--- config.mk ---
export PLATFORM = sky130hd
export DESIGN_NAME = reader_status_registers
export DESIGN_NICKNAME = d
export VERILOG_FILES = /design/src/status_pkg.sv /design/src/alert_if.sv /design/src/reader_status_registers.sv /design/src/watermark_compare.sv
export SDC_FILE = /design/constraint.sdc
export NUM_CORES = 1
export LEC_CHECK = 0
export BUFFER_PORTS_ARGS = -buffer_cell sky130_fd_sc_hd__buf_2
export CAP_MARGIN = 0
export CORE_UTILIZATION = 41
export DETAILED_ROUTE_END_ITERATION = 10
export PLACE_DENSITY = 0.85
export SLEW_MARGIN = 10
export SYNTH_ARGS = -nofsm -noshare
export SYNTH_HDL_FRONTEND = slang
export SYNTH_SLANG_ARGS = --single-unit
--- constraint.sdc ---
create_clock -name core_clk -period 2.05 [get_ports core_clk]
set_input_delay 0.205 -clock core_clk [delete_from_list [all_inputs] [get_ports core_clk]]
set_output_delay 0.205 -clock core_clk [all_outputs]
set_load 0.02 [all_outputs]
--- src/status_pkg.sv ---
// What this block does
// - The primary status register sits at 07h, resets to 21h, is read-only, bits 7 and 2 read zero.
// - The CRC good flag is low while a calculation runs and rises when it ends with a zero result.
// - The CRC good flag means nothing during transmit or receive; the host uses the checksum error bit.
// - The CRC done flag is set when a calculation finishes, valid only for the calculate command.
// - The combined interrupt flag is high while any request source is active and enabled.
// - The timer active flag is high while the timer unit is running.
// - In gated mode the timer active flag follows the enable bits and ignores the gate signal.
// - The high watermark alert is high while 64 minus the byte count is at most the threshold.
// - The low watermark alert is high while the byte count is at most the threshold.
// - The transceiver status register sits at 08h, resets to 00h, bits 7 and 6 writable, 5:4 zero.
// - The transceiver state field encodes idle, start wait, tx wait, tx, rx wait, data wait, rx.
// - Writing one to bit 7 clears the overtemperature error only below the 125 degree limit.
// - The encryption active bit is set only by a good authentication and cleared by software.
// - Each watermark alert assertion is latched into a request bit that software clears.
package status_pkg;
  localparam logic [7:0] PRIMARY_STATUS_ADDR = 8'h07;
  localparam logic [7:0] TRANSCEIVER_STATUS_ADDR = 8'h08;
  localparam logic [7:0] REQUEST_STATUS_ADDR = 8'h10;
  localparam logic [7:0] REQUEST_MASK_ADDR = 8'h11;
  localparam logic [7:0] PRIMARY_STATUS_RESET = 8'h21;
  localparam logic [7:0] TRANSCEIVER_STATUS_RESET = 8'h00;
  localparam int CRC_GOOD_BIT = 6;
  localparam int CRC_DONE_BIT = 5;
  localparam int IRQ_BIT = 4;
  localparam int TIMER_BIT = 3;
  localparam int HIGH_BIT = 1;
  localparam int LOW_BIT = 0;
  localparam int TEMP_CLEAR_BIT = 7;
  localparam int HS_FORCE_BIT = 6;
  localparam int CRYPTO_BIT = 3;
  localparam int FIFO_DEPTH = 64;
  localparam int TEMP_LIMIT_C = 125;
  // Local request bits: high alert, low alert
  localparam int REQ_HIGH = 1;
  localparam int REQ_LOW = 0;
  typedef enum logic [2:0] {
    ST_IDLE = 3'h0, ST_START_WAIT = 3'h1, ST_TX_WAIT = 3'h2, ST_TX = 3'h3,
    ST_RX_WAIT = 3'h4, ST_DATA_WAIT = 3'h5, ST_RX = 3'h6
  } modem_state_t;
endpackage : status_pkg

--- src/alert_if.sv ---
`timescale 1ns/1ps
`default_nettype none
// Watermark inputs and alert results between the top and the comparator
interface alert_if;
  logic [6:0] byte_count;
  logic [5:0] threshold;
  logic high_alert;
  logic low_alert;
  modport top (output byte_count, output threshold, input high_alert, input low_alert);
  modport cmp (input byte_count, input threshold, output high_alert, output low_alert);
endinterface : alert_if
`default_nettype wire

--- src/reader_status_registers.sv ---
// Local design decision: the address-and-strobe port.
`timescale 1ns/1ps
`default_nettype none
module reader_status_registers
  import status_pkg::*;
(
  // Clock and reset
  input wire logic core_clk,
  input wire logic rst,
  // Register port
  input wire logic [7:0] reg_addr,
  input wire logic [7:0] reg_wdata,
  input wire logic reg_wr,
  input wire logic reg_rd,
  output logic [7:0] reg_rdata,
  // CRC coprocessor status
  input wire logic crc_busy,
  input wire logic crc_finish,
  input wire logic crc_zero,
  input wire logic crc_standalone,
  // Interrupt sources from other units, with their enables
  input wire logic [7:0] comm_requests,
  input wire logic [7:0] comm_interrupt_enables,
  input wire logic [7:0] misc_requests,
  input wire logic [7:0] misc_interrupt_enables,
  // Timer
  input wire logic timer_enabled,
  input wire logic timer_gated_mode,
  input wire logic timer_counting,
  // FIFO
  input wire logic [6:0] buffer_byte_count,
  input wire logic [5:0] watermark_threshold,
  // Transceiver and security
  input wire logic [2:0] transceiver_state,
  input wire logic auth_success,
  input wire logic temp_above_limit,
  // Outputs to other units
  output logic overtemperature_clear,
  output logic serial_filter_highspeed_force,
  output logic encryption_active,
  output logic high_watermark_request,
  output logic low_watermark_request,
  output logic irq
);

  ////////////////////////////////////////////////////////////////////////////
  // Watermark compare

  alert_if aif ();
  assign aif.byte_count = buffer_byte_count;
  assign aif.threshold = watermark_threshold;
  watermark_compare u_cmp (.a(aif.cmp));

  logic high_alert;
  logic low_alert;
  // alerts follow live count each cycle
  assign high_alert = aif.high_alert;
  assign low_alert = aif.low_alert;

  ////////////////////////////////////////////////////////////////////////////
  // Decode

  logic wr_primary;
  logic wr_trans;
  logic wr_req;
  logic wr_mask;
  assign wr_primary = reg_wr && (reg_addr == PRIMARY_STATUS_ADDR);
  assign wr_trans = reg_wr && (reg_addr == TRANSCEIVER_STATUS_ADDR);
  assign wr_req = reg_wr && (reg_addr == REQUEST_STATUS_ADDR);
  assign wr_mask = reg_wr && (reg_addr == REQUEST_MASK_ADDR);

  ////////////////////////////////////////////////////////////////////////////
  // CRC flags

  logic crc_good_q;
  logic crc_good_d;
  logic crc_done_q;
  logic crc_done_d;
  // low while busy, zero result on finish
  assign crc_good_d = crc_busy ? 1'b0 : (crc_finish ? crc_zero : crc_good_q);
  // done only for the standalone command; a new run clears it
  assign crc_done_d = (crc_finish && crc_standalone) ? 1'b1 : (crc_busy ? 1'b0 : crc_done_q);

  always_ff @(posedge core_clk) begin
    if (rst) begin
      crc_good_q <= PRIMARY_STATUS_RESET[CRC_GOOD_BIT];
      crc_done_q <= PRIMARY_STATUS_RESET[CRC_DONE_BIT];
    end else begin
      crc_good_q <= crc_good_d;
      crc_done_q <= crc_done_d;
    end
  end

  ////////////////////////////////////////////////////////////////////////////
  // Combined interrupt and timer

  logic combined_irq;
  logic timer_active_flag;
  // any enabled source in either group
  assign combined_irq = |(comm_requests & comm_interrupt_enables) |
                        |(misc_requests & misc_interrupt_enables);
  // running means counting on next tick
  // gated mode looks only at the enable
  assign timer_active_flag = timer_gated_mode ? timer_enabled : (timer_enabled && timer_counting);

  ////////////////////////////////////////////////////////////////////////////
  // Transceiver status

  logic temp_clear_q;
  logic hs_force_q;
  logic crypto_q;
  logic temp_clear_ok;
  // clear only below the alarm limit
  assign temp_clear_ok = wr_trans && reg_wdata[TEMP_CLEAR_BIT] && !temp_above_limit;

  always_ff @(posedge core_clk) begin
    if (rst) begin
      temp_clear_q <= TRANSCEIVER_STATUS_RESET[TEMP_CLEAR_BIT];
      hs_force_q <= TRANSCEIVER_STATUS_RESET[HS_FORCE_BIT];
    end else if (wr_trans) begin
      temp_clear_q <= reg_wdata[TEMP_CLEAR_BIT];
      hs_force_q <= reg_wdata[HS_FORCE_BIT];
    end
  end

  // set by a good authentication, software clears; set wins
  always_ff @(posedge core_clk) begin
    if (rst) begin
      crypto_q <= TRANSCEIVER_STATUS_RESET[CRYPTO_BIT];
    end else if (auth_success) begin
      crypto_q <= 1'b1;
    end else if (wr_trans && !reg_wdata[CRYPTO_BIT]) begin
      crypto_q <= 1'b0;
    end
  end

  logic clear_pulse_q;
  // One-cycle clear toward the temperature sensor
  always_ff @(posedge core_clk) begin
    if (rst) begin
      clear_pulse_q <= 1'b0;
    end else begin
      clear_pulse_q <= temp_clear_ok;
    end
  end
  assign overtemperature_clear = clear_pulse_q;
  assign serial_filter_highspeed_force = hs_force_q;
  assign encryption_active = crypto_q;

  ////////////////////////////////////////////////////////////////////////////
  // Watermark requests, mask and interrupt line

  logic [1:0] req_q;
  logic [1:0] req_d;
  logic [1:0] mask_q;
  logic [1:0] alert_vec;
  logic [1:0] alert_prev_q;
  logic [1:0] alert_rise;
  assign alert_vec = {high_alert, low_alert};
  assign alert_rise = alert_vec & ~alert_prev_q;
  // latch each assertion; write one clears; set beats clear
  assign req_d = alert_rise | (req_q & ~(wr_req ? reg_wdata[1:0] : 2'h0));

  always_ff @(posedge core_clk) begin
    if (rst) begin
      req_q <= 2'h0;
      alert_prev_q <= 2'h0;
      mask_q <= 2'h0;
    end else begin
      req_q <= req_d;
      alert_prev_q <= alert_vec;
      if (wr_mask) begin
        mask_q <= reg_wdata[1:0];
      end
    end
  end
  assign high_watermark_request = req_q[REQ_HIGH];
  assign low_watermark_request = req_q[REQ_LOW];
  // Level output while any unmasked request stands
  assign irq = |(req_q & mask_q);

  ////////////////////////////////////////////////////////////////////////////
  // Read path

  logic [7:0] primary_value;
  logic [7:0] trans_value;
  logic [7:0] rdata_d;
  logic [7:0] rdata_q;
  // reserved bits 7 and 2 read zero; writes here are ignored
  assign primary_value = {1'b0, crc_good_q, crc_done_q, combined_irq, timer_active_flag,
                          1'b0, high_alert, low_alert};
  // state field passes the transceiver encoding
  assign trans_value = {temp_clear_q, hs_force_q, 2'h0, crypto_q, transceiver_state};
  assign rdata_d = (reg_addr == PRIMARY_STATUS_ADDR) ? primary_value :
                   (reg_addr == TRANSCEIVER_STATUS_ADDR) ? trans_value :
                   (reg_addr == REQUEST_STATUS_ADDR) ? {6'h0, req_q} :
                   (reg_addr == REQUEST_MASK_ADDR) ? {6'h0, mask_q} : 8'h00;

  // Data stands only in the cycle after the strobe
  always_ff @(posedge core_clk) begin
    if (rst) begin
      rdata_q <= 8'h00;
    end else begin
      rdata_q <= reg_rd ? rdata_d : 8'h00;
    end
  end
  assign reg_rdata = rdata_q;
endmodule : reader_status_registers
`default_nettype wire

--- src/watermark_compare.sv ---
`timescale 1ns/1ps
`default_nettype none
module watermark_compare
  import status_pkg::*;
(
  // Count and threshold in, alerts out
  alert_if.cmp a
);
  logic [7:0] free_space;
  // Free space from the stored count; widened so a count of 64 gives zero
  assign free_space = 8'(FIFO_DEPTH) - {1'b0, a.byte_count};
  assign a.high_alert = free_space <= {2'h0, a.threshold};
  assign a.low_alert = {1'b0, a.byte_count} <= {2'h0, a.threshold};
endmodule : watermark_compare
`default_nettype wire
# [Yosys cells after proc, flatten, opt, wreduce, memory -nomap -nowiden]
# Index checks and enable logic that the tools add are counted.
[totals] register_bits=20 in_bits=77 output_inout_bits=14 elab_cells=54
[classes] addsub=1 n_lt_le_gt_ge=2 eq_ne=4 n_mux=8 n_bitwise=10 n_reduce_logical=18
[ops] op="8-bit bitwise AND" count=2
[ops] op="8-bit by 5-bit equality test with 1-bit output, second input constant" count=2
[ops] op="8-bit OR reduction" count=2
[ops] op="8-bit by 3-bit equality test with 1-bit output, second input constant" count=1
[ops] op="8-bit by 4-bit equality test with 1-bit output, second input constant" count=1
[ops] op="8-bit by 6-bit less-or-equal comparator with 1-bit output" count=1
[ops] op="1-bit logical AND" count=8
[ops] op="8-bit 2-to-1 mux" count=1
[ops] op="2-bit OR reduction" count=4
[ops] op="7-bit by 7-bit subtractor with 8-bit output, first input constant" count=1
[ops] op="7-bit by 6-bit less-or-equal comparator with 1-bit output" count=1
[ops] op="7-bit 2-to-1 mux" count=1
[ops] op="2-bit bitwise AND" count=3
[ops] op="2-bit 2-to-1 mux" count=3
[ops] op="2-bit inverter" count=2
[ops] op="1-bit 2-to-1 mux" count=3
[ops] op="3-bit OR reduction" count=1
[ops] op="1-bit logical NOT" count=2
[ops] op="2-bit OR" count=1
[ops] op="2-bit nonzero test" count=1
[ops] op="1-bit inverter" count=1
[ops] op="1-bit OR" count=1

# [Longest topological paths before layout]
# Gate-level depths: netlist (run 1).
[logic_depth] word_depth=6 ltp_mapped=9 depth_no_buf=9

# [By module]
# A second synthesis (run 1) with hierarchy kept.
[unflattened] cells_unflattened=142 hier_area_um2=1317.5
[modules_own_cells] module="reader_status_registers" instances=1 cells_per_inst=93 area_each_um2=938.4 seq_area_each_um2=400.4
[modules_own_cells] module="watermark_compare" instances=1 cells_per_inst=49 area_each_um2=379.1 seq_area_each_um2=0.0

# [Worst setup path after synthesis (run 1)]
# No wires, ideal clock.
[synth_path] path_kind="input port to flip-flop" startpoint="input buffer_byte_count[0]" endpoint="register req_q[1]" setup_time_ns=0.130 arrival_time_ns=1.512 required_ns=1.920 path_slack_ns=0.407 stages=9 n_path_buf=0 cell_sequence="inv_1 -> ha_1 -> xnor2_1 -> ha_1 -> nand2_1 -> o21bai_1 -> a21o_1 -> a21oi_1 -> o22ai_2"
[synth_between] elab_chain_len=4
[synth_lines] item="start, declared" line_no="reader_status_registers.sv:31" source="input wire logic [6:0] buffer_byte_count,"
[synth_lines] item="7-bit by 7-bit subtractor with 8-bit output" line_no="watermark_compare.sv:11" source="assign free_space = 8'(FIFO_DEPTH) - {1'b0, a.byte_count};"
[synth_lines] item="8-bit by 6-bit less-or-equal comparator with 1-bit output" line_no="watermark_compare.sv:12" source="assign a.high_alert = free_space <= {2'h0, a.threshold};"
[synth_lines] item="2-bit bitwise AND" line_no="reader_status_registers.sv:160" source="assign alert_rise = alert_vec & ~alert_prev_q;"
[synth_lines] item="2-bit OR" line_no="reader_status_registers.sv:162" source="assign req_d = alert_rise | (req_q & ~(wr_req ? reg_wdata[1:0] : 2'h0));"
[synth_lines] item="end signal, assigned" line_no="reader_status_registers.sv:170" source="req_q <= req_d;"
[synth_lines] item="end, declared" line_no="reader_status_registers.sv:153" source="logic [1:0] req_q;"
# Every way passes these cells.
# A chain may end at the register's enable or synchronous reset.

# [Final worst setup path (run 1)]
# Ends and elaborated chain as after synthesis.

==> flow_metrics.tcl, run 1 <==
set metrics [dict create \
    fmax_mhz 648 \
    grt_pass1_wl_um 4880 \
    clock_skew_ps 0.643 \
    initial_core_util 0.446 \
    yosys-top-cells-area "dfxtp_1, ha_1, mux2i_1" \
    arrival_ps 1730 \
    cts_buffers 3 \
    mostFrequentLayoutCell "buf_2" \
    final_cell_mix "buf_2, dfxtp_1, nor2_1, ha_1" \
    avgViaCountPerCell 5.21 \
    multiInputGateArea_sq_um 832 \
    syn_inst 145 \
    io_pins 91 \
    cts_hold_buf 0 \
    track_usage 0.183 \
    drtIter0Drc 109 \
    synth_top_area_cell "dfxtp_1" \
    core_area_sq_um 2850 \
    synth_top_area_frac 0.314 \
    fin_setup_tns_ps 0 \
    status "finished with violations" \
    crit_start "buffer_byte_count[0]" \
    startpoint_type "primary input" \
    first_pass_iters 8 \
    tightestPinTransition_ps 352 \
    ys_ff_latch 20 \
    layout-drive-gt1-share 0.404 \
    clock_latency_ps 300 \
    p_leak_uw 0.000948 \
    endpoint_kind "register" \
    crit_end "req_q[1]" \
    r2r-end "reg_rdata[0]" \
    cts_buffer_depth 2 \
    rows 19 \
    gp_congestion 0.850 \
    fin_crit_sh 0.753 \
    hold_violations 0 \
    hold_ws_ps 52.2 \
    seq_area_frac_synth 0.314 \
    setup_viol 0 \
    max_slew_margin 0.765 \
    peakVddDrop_uv 278 \
    num_antenna_cells 0 \
    cts_root_buf "clkbuf_4" \
    portBuffers 87 \
    r2r_slack_ps 1030 \
    violations "design-rule violations" \
    dp_hpwl_um 2690 \
    drv_cap 0 \
    dieArea_sq_um 3330 \
    min_period_ps 1540 \
    critPathKind "in -> reg" \
    powerDensity_nw_per_um2 526 \
    avgSynthCellArea_sq_um 8.78 \
    clock-sinks 20 \
    grt_pass1_vias 1272 \
    syn-cell-area_sq_um 1270 \
    wire_per_inst_um 11.6 \
    die_h_um 57.7 \
    final-max-slew-violation-count 0 \
    cts-resized-gates 0 \
    ant_nets 0 \
    r2r_start "req_q[0]" \
    n_fill_cell 274 \
    ff2ff_path_depth 5 \
    required_ps 2240 \
    fin_area_sq_um 1800 \
    antenna_found_initial 0 \
    drc 8 \
    grt_overflow_total 0 \
    post_dp_cell_area_sq_um 1740 \
    syn2layout_area_growth_pct 41.1 \
    seq_area_sq_um 400 \
    min-delay-path-class "in -> reg" \
    rsz0062_at_grt "false" \
    fin_nets 325 \
    vias 1385 \
    die_w_um 57.7 \
    grt_max_degree 16 \
    cp_max_fo 3 \
    drt-total-wl_um 3080 \
    cts_tree "done" \
    synth_fp_nets 234 \
    postCtsSetupBuffers 0 \
    synth.distinct_cells 41 \
    yosysWarnings 0 \
    htreeDepth 1 \
    cts.clk_slew.worst_paths_ps 110 \
]
registers in the layout, indices dropped and copies added, names as in the netlist:
signal / flops
alert_prev_q: 2
crc_done_q: 1
crc_good_q: 1
encryption_active: 1
mask_q: 2
overtemperature_clear: 1
reg_rdata: 8
req_q: 2
serial_filter_highspeed_force: 1
temp_clear_q: 1
cell families (layout without fill, tap and decap cells):
logic type	after synthesis	in the layout	share of synthesized area
AND/OR/NAND/NOR	53	53	0.237
AO/OA/AOI/OAI	37	37	0.204
flip-flops	20	20	0.314
adder cells (fa/ha/maj)	12	12	0.118
buffers and inverters	11	101	0.0324
multiplexers	8	8	0.0668
XOR/XNOR	4	4	0.0275
area by class of cell:
type / instances / share of cell area
Clock buffer: 3 / 0.0125
Clock inverter: 1 / 0.0167
Inverter: 10 / 0.0209
Multi-Input combinational cell: 114 / 0.463
Sequential cell: 20 / 0.223
Tap cell: 31 / 0.0216
Timing Repair Buffer: 87 / 0.242
worst max-delay path, cell delays in order:
cell and delay [ps]:
buf_2 100, inv_1 50, ha_1 230, xnor2_1 140
ha_1 270, nand2_1 60, o21bai_1 150, a21o_1 150
a21oi_1 250, o22ai_2 120
power by group:
part / switching (uW) / internal (uW)
Sequential: 7.09 / 400
Combinational: 106 / 115
Clock: 120 / 198
Total: 232 / 712
cell usage after synthesis:
library cell / instances
a211oi_1: 1
a21o_1: 4
a21oi_1: 7
a221o_1: 1
a221oi_1: 3
a22o_1: 5
a22oi_1: 2
a2bb2oi_1: 1
a31oi_1: 1
and2_1: 3
and3_1: 1
and4b_1: 1
clkbuf_1: 1
dfxtp_1: 20
ha_1: 12
inv_1: 10
mux2_4: 1
mux2i_1: 7
nand2_1: 10
nand2b_1: 2
nand3_1: 3
nand3b_1: 3
nand4_1: 1
nand4b_1: 2
nor2_1: 12
nor2b_1: 2
nor3_1: 6
nor3_2: 1
nor4_4: 1
nor4b_1: 1
o21ai_0: 4
o21ai_1: 2
o21bai_1: 2
o22ai_1: 2
o22ai_2: 1
o31ai_1: 1
or2_1: 2
or3_1: 1
or3b_1: 1
xnor2_1: 2
xor2_1: 2
stage by stage:
stage	worst slack (ps)	total power, uW	utilization	std cells
final	506	945	0.630	266
after global routing	410	995	0.630	266
after CTS	499	953	0.630	266
after detailed placement	168	637	0.611	262
after global placement	197	632	0.611	262
after floorplan	407	527	-	145
worst min-delay path by stage:
| stage | from | end | depth (start not counted) |
|---|---|---|---|
| 2_1_floorplan | rst | overtemperature_clear | 1 |
| 3_3_place_gp | temp_above_limit | overtemperature_clear | 2 |
| 3_5_place_dp | temp_above_limit | overtemperature_clear | 2 |
| 4_1_cts | temp_above_limit | overtemperature_clear | 2 |
| 5_1_grt | temp_above_limit | overtemperature_clear | 2 |
| 6_report | temp_above_limit | overtemperature_clear | 2 |
metal layers:
| metal | up-vias | GRT usage | wire, um |
|---|---|---|---|
| met2 | 53 | 0.347 | 1490 |
| met1 | 616 | 0.209 | 1350 |
| met5 | - | 0 | 0 |
| met4 | 0 | 0.0612 | 17 |
| li1 | 714 | - | - |
| met3 | 2 | 0.0268 | 219 |
(Power assumes the default switching activity.)
==> inputs of run 2 (changes only) <==
--- a/config.mk
+++ b/config.mk
@@ -7,9 +7,9 @@
 export LEC_CHECK = 0
 export BUFFER_PORTS_ARGS = -buffer_cell sky130_fd_sc_hd__buf_2
 export CAP_MARGIN = 0
-export CORE_UTILIZATION = 41
+export CORE_UTILIZATION = 37
 export DETAILED_ROUTE_END_ITERATION = 10
-export PLACE_DENSITY = 0.85
+export PLACE_DENSITY = 0.82
 export SLEW_MARGIN = 10
 export SYNTH_ARGS = -nofsm -noshare
 export SYNTH_HDL_FRONTEND = slang
==> constraint.sdc (replaced) <==
create_clock -name core_clk -period 1.26 [get_ports core_clk]
set_input_delay 0.126 -clock core_clk [delete_from_list [all_inputs] [get_ports core_clk]]
set_output_delay 0.126 -clock core_clk [all_outputs]
set_load 0.02 [all_outputs]
==> flow_metrics.tcl, run 2 (same netlist as run 1, synthesis figures left out) <==
set metrics [dict create \
    status "finished with violations" \
    violations "negative setup slack" \
    min-delay-path-class "in -> reg" \
    grt_pass1_vias 1296 \
    arrival_ps 1540 \
    ant_nets 0 \
    drv_cap 0 \
    r2r_slack_ps 300 \
    ff2ff_path_depth 5 \
    tightestPinTransition_ps 272 \
    cp_max_fo 4 \
    required_ps 1450 \
    portBuffers 87 \
    num_antenna_cells 0 \
    final-max-slew-violation-count 0 \
    die_w_um 60.7 \
    dp_slack_ps -514 \
    grt_max_degree 13 \
    grt_overflow_total 0 \
    comb_power_share 0.288 \
    layout-drive-gt1-share 0.498 \
    wire_per_inst_um 11.5 \
    rsz0062_at_grt "true" \
    cp_num_cells 10 \
    antenna_found_initial 0 \
    cts.clk_slew.worst_paths_ps 120 \
    cts_tree "done" \
    syn2layout_area_growth_pct 65.8 \
    p_int_uw 1230 \
    dieArea_sq_um 3680 \
    path_cells "buf_12 > inv_12 > ha_4 > xnor2_2 > ha_1 > nand2_2 > o21bai_1 > a21o_1 > a21oi_2 > o31ai_1" \
    dp_hpwl_um 2820 \
    endpoint_kind "register" \
    critPathMaxStageDelay_ps 290 \
    first_pass_iters 4 \
    die_h_um 60.7 \
    setup_viol 3 \
    fmax_mhz 741 \
    min_period_ps 1350 \
    seq_power_share 0.401 \
    cts_buffers 3 \
    cpLargestDelayFamily "compound AO/OA/AOI/OAI gates" \
    rows 20 \
    core_area_sq_um 3150 \
    fin_nets 345 \
    grt_pass1_wl_um 5180 \
    pwr-share-clk 0.312 \
    track_usage 0.188 \
    max_slew_margin 0.817 \
    drt-total-wl_um 3440 \
    powerDensity_nw_per_um2 782 \
    worst_path_max_delay_cell "ha_1" \
    final_cell_mix "buf_2, dfxtp_1, buf_4" \
    clock_latency_ps 300 \
    largest_reg_flops 8 \
    mostFrequentLayoutCell "buf_2" \
    crit_buf_inv 2 \
    r2r_start "req_q[1]" \
    initial_core_util 0.404 \
    gp_congestion 0.855 \
    clock-sinks 20 \
    min_from "transceiver_state[2]" \
    p_sw_frac 0.254 \
    finalWorstSetupSlack_ps -89.5 \
    r2r-end "reg_rdata[1]" \
    peakVddDrop_uv 444 \
    startpoint_type "primary input" \
    p_total_uw 1650 \
    clock_skew_ps 0.466 \
    p_switching_uw 419 \
    avgViaCountPerCell 5.01 \
    vias 1499 \
    fin_crit_sh 1.07 \
    io_pins 91 \
    drc 0 \
    cts_root_buf "clkbuf_4" \
    hold_violations 0 \
    htreeDepth 1 \
    crit_start "buffer_byte_count[1]" \
    p_leak_uw 0.00108 \
    critPathKind "in -> reg" \
    drtIter0Drc 63 \
    crit_end "reg_rdata[1]" \
    cts_buffer_depth 2 \
]
==> run 2: changes by cell type in the layout (fill, tap and decap cells not counted), sizes merged <==
cell and delta:
buf +18, dlygate4sd3 +2
==> run 2: area by class of cell <==
cell class	instances	area, sq um
Clock buffer	3	22.5
Clock inverter	1	30.0
Fill cell	281	1040
Inverter	10	62.6
Multi-Input combinational cell	114	901
Sequential cell	20	400
Tap cell	44	55.1
Timing Repair Buffer	107	641
==> run 2: metal layers <==
layer | global-route usage | wire length [um] | share of wire
met5 | 0 | 0 | 0
met4 | 0.0682 | 23 | 0.0067
met3 | 0.0299 | 268 | 0.078
met2 | 0.350 | 1730 | 0.50
met1 | 0.216 | 1420 | 0.41
==> run 2: through the flow <==
step                cell area, sq um  TNS [ps]  std cells   util  hold WS [ps]
floorplan                       1330      -437        145      -           203
global placement                1940     -1990        292  0.616           295
detailed placement              1940     -2340        292  0.616           293
CTS                             2060      -199        298  0.652          17.5
global route                    2110      -402        299  0.670          19.1
finish                          2110      -243        299  0.670          22.4
==> run 2: repair_timing <==
item,in CTS,in global routing
setup buffers,0,1
hold endpoints to repair,2,0
pin swaps,8,12
hold buffers,2,0
resized for setup,11,14
endpoints found under the setup margin,3,3
==> run 2: how the worst min path moves through the flow <==
stage                                  endpoint  slack [ps]  depth (start not counted)
after floorplan           overtemperature_clear         200                          1
after global placement    overtemperature_clear         300                          2
after detailed placement  overtemperature_clear         290                          2
after CTS                          reg_rdata[2]          20                          2
after global routing               reg_rdata[2]          20                          2
final                              reg_rdata[2]          20                          2
==> run 2: power groups by stage <==
| stage | logic, uW | registers (uW) | clock network, uW |
|---|---|---|---|
| final | 475 | 662 | 515 |
| after global routing | 524 | 665 | 552 |
| after CTS | 444 | 662 | 526 |
| after detailed placement | 423 | 677 | 0 |
| after global placement | 415 | 676 | 0 |
| after floorplan | 186 | 686 | 0 |
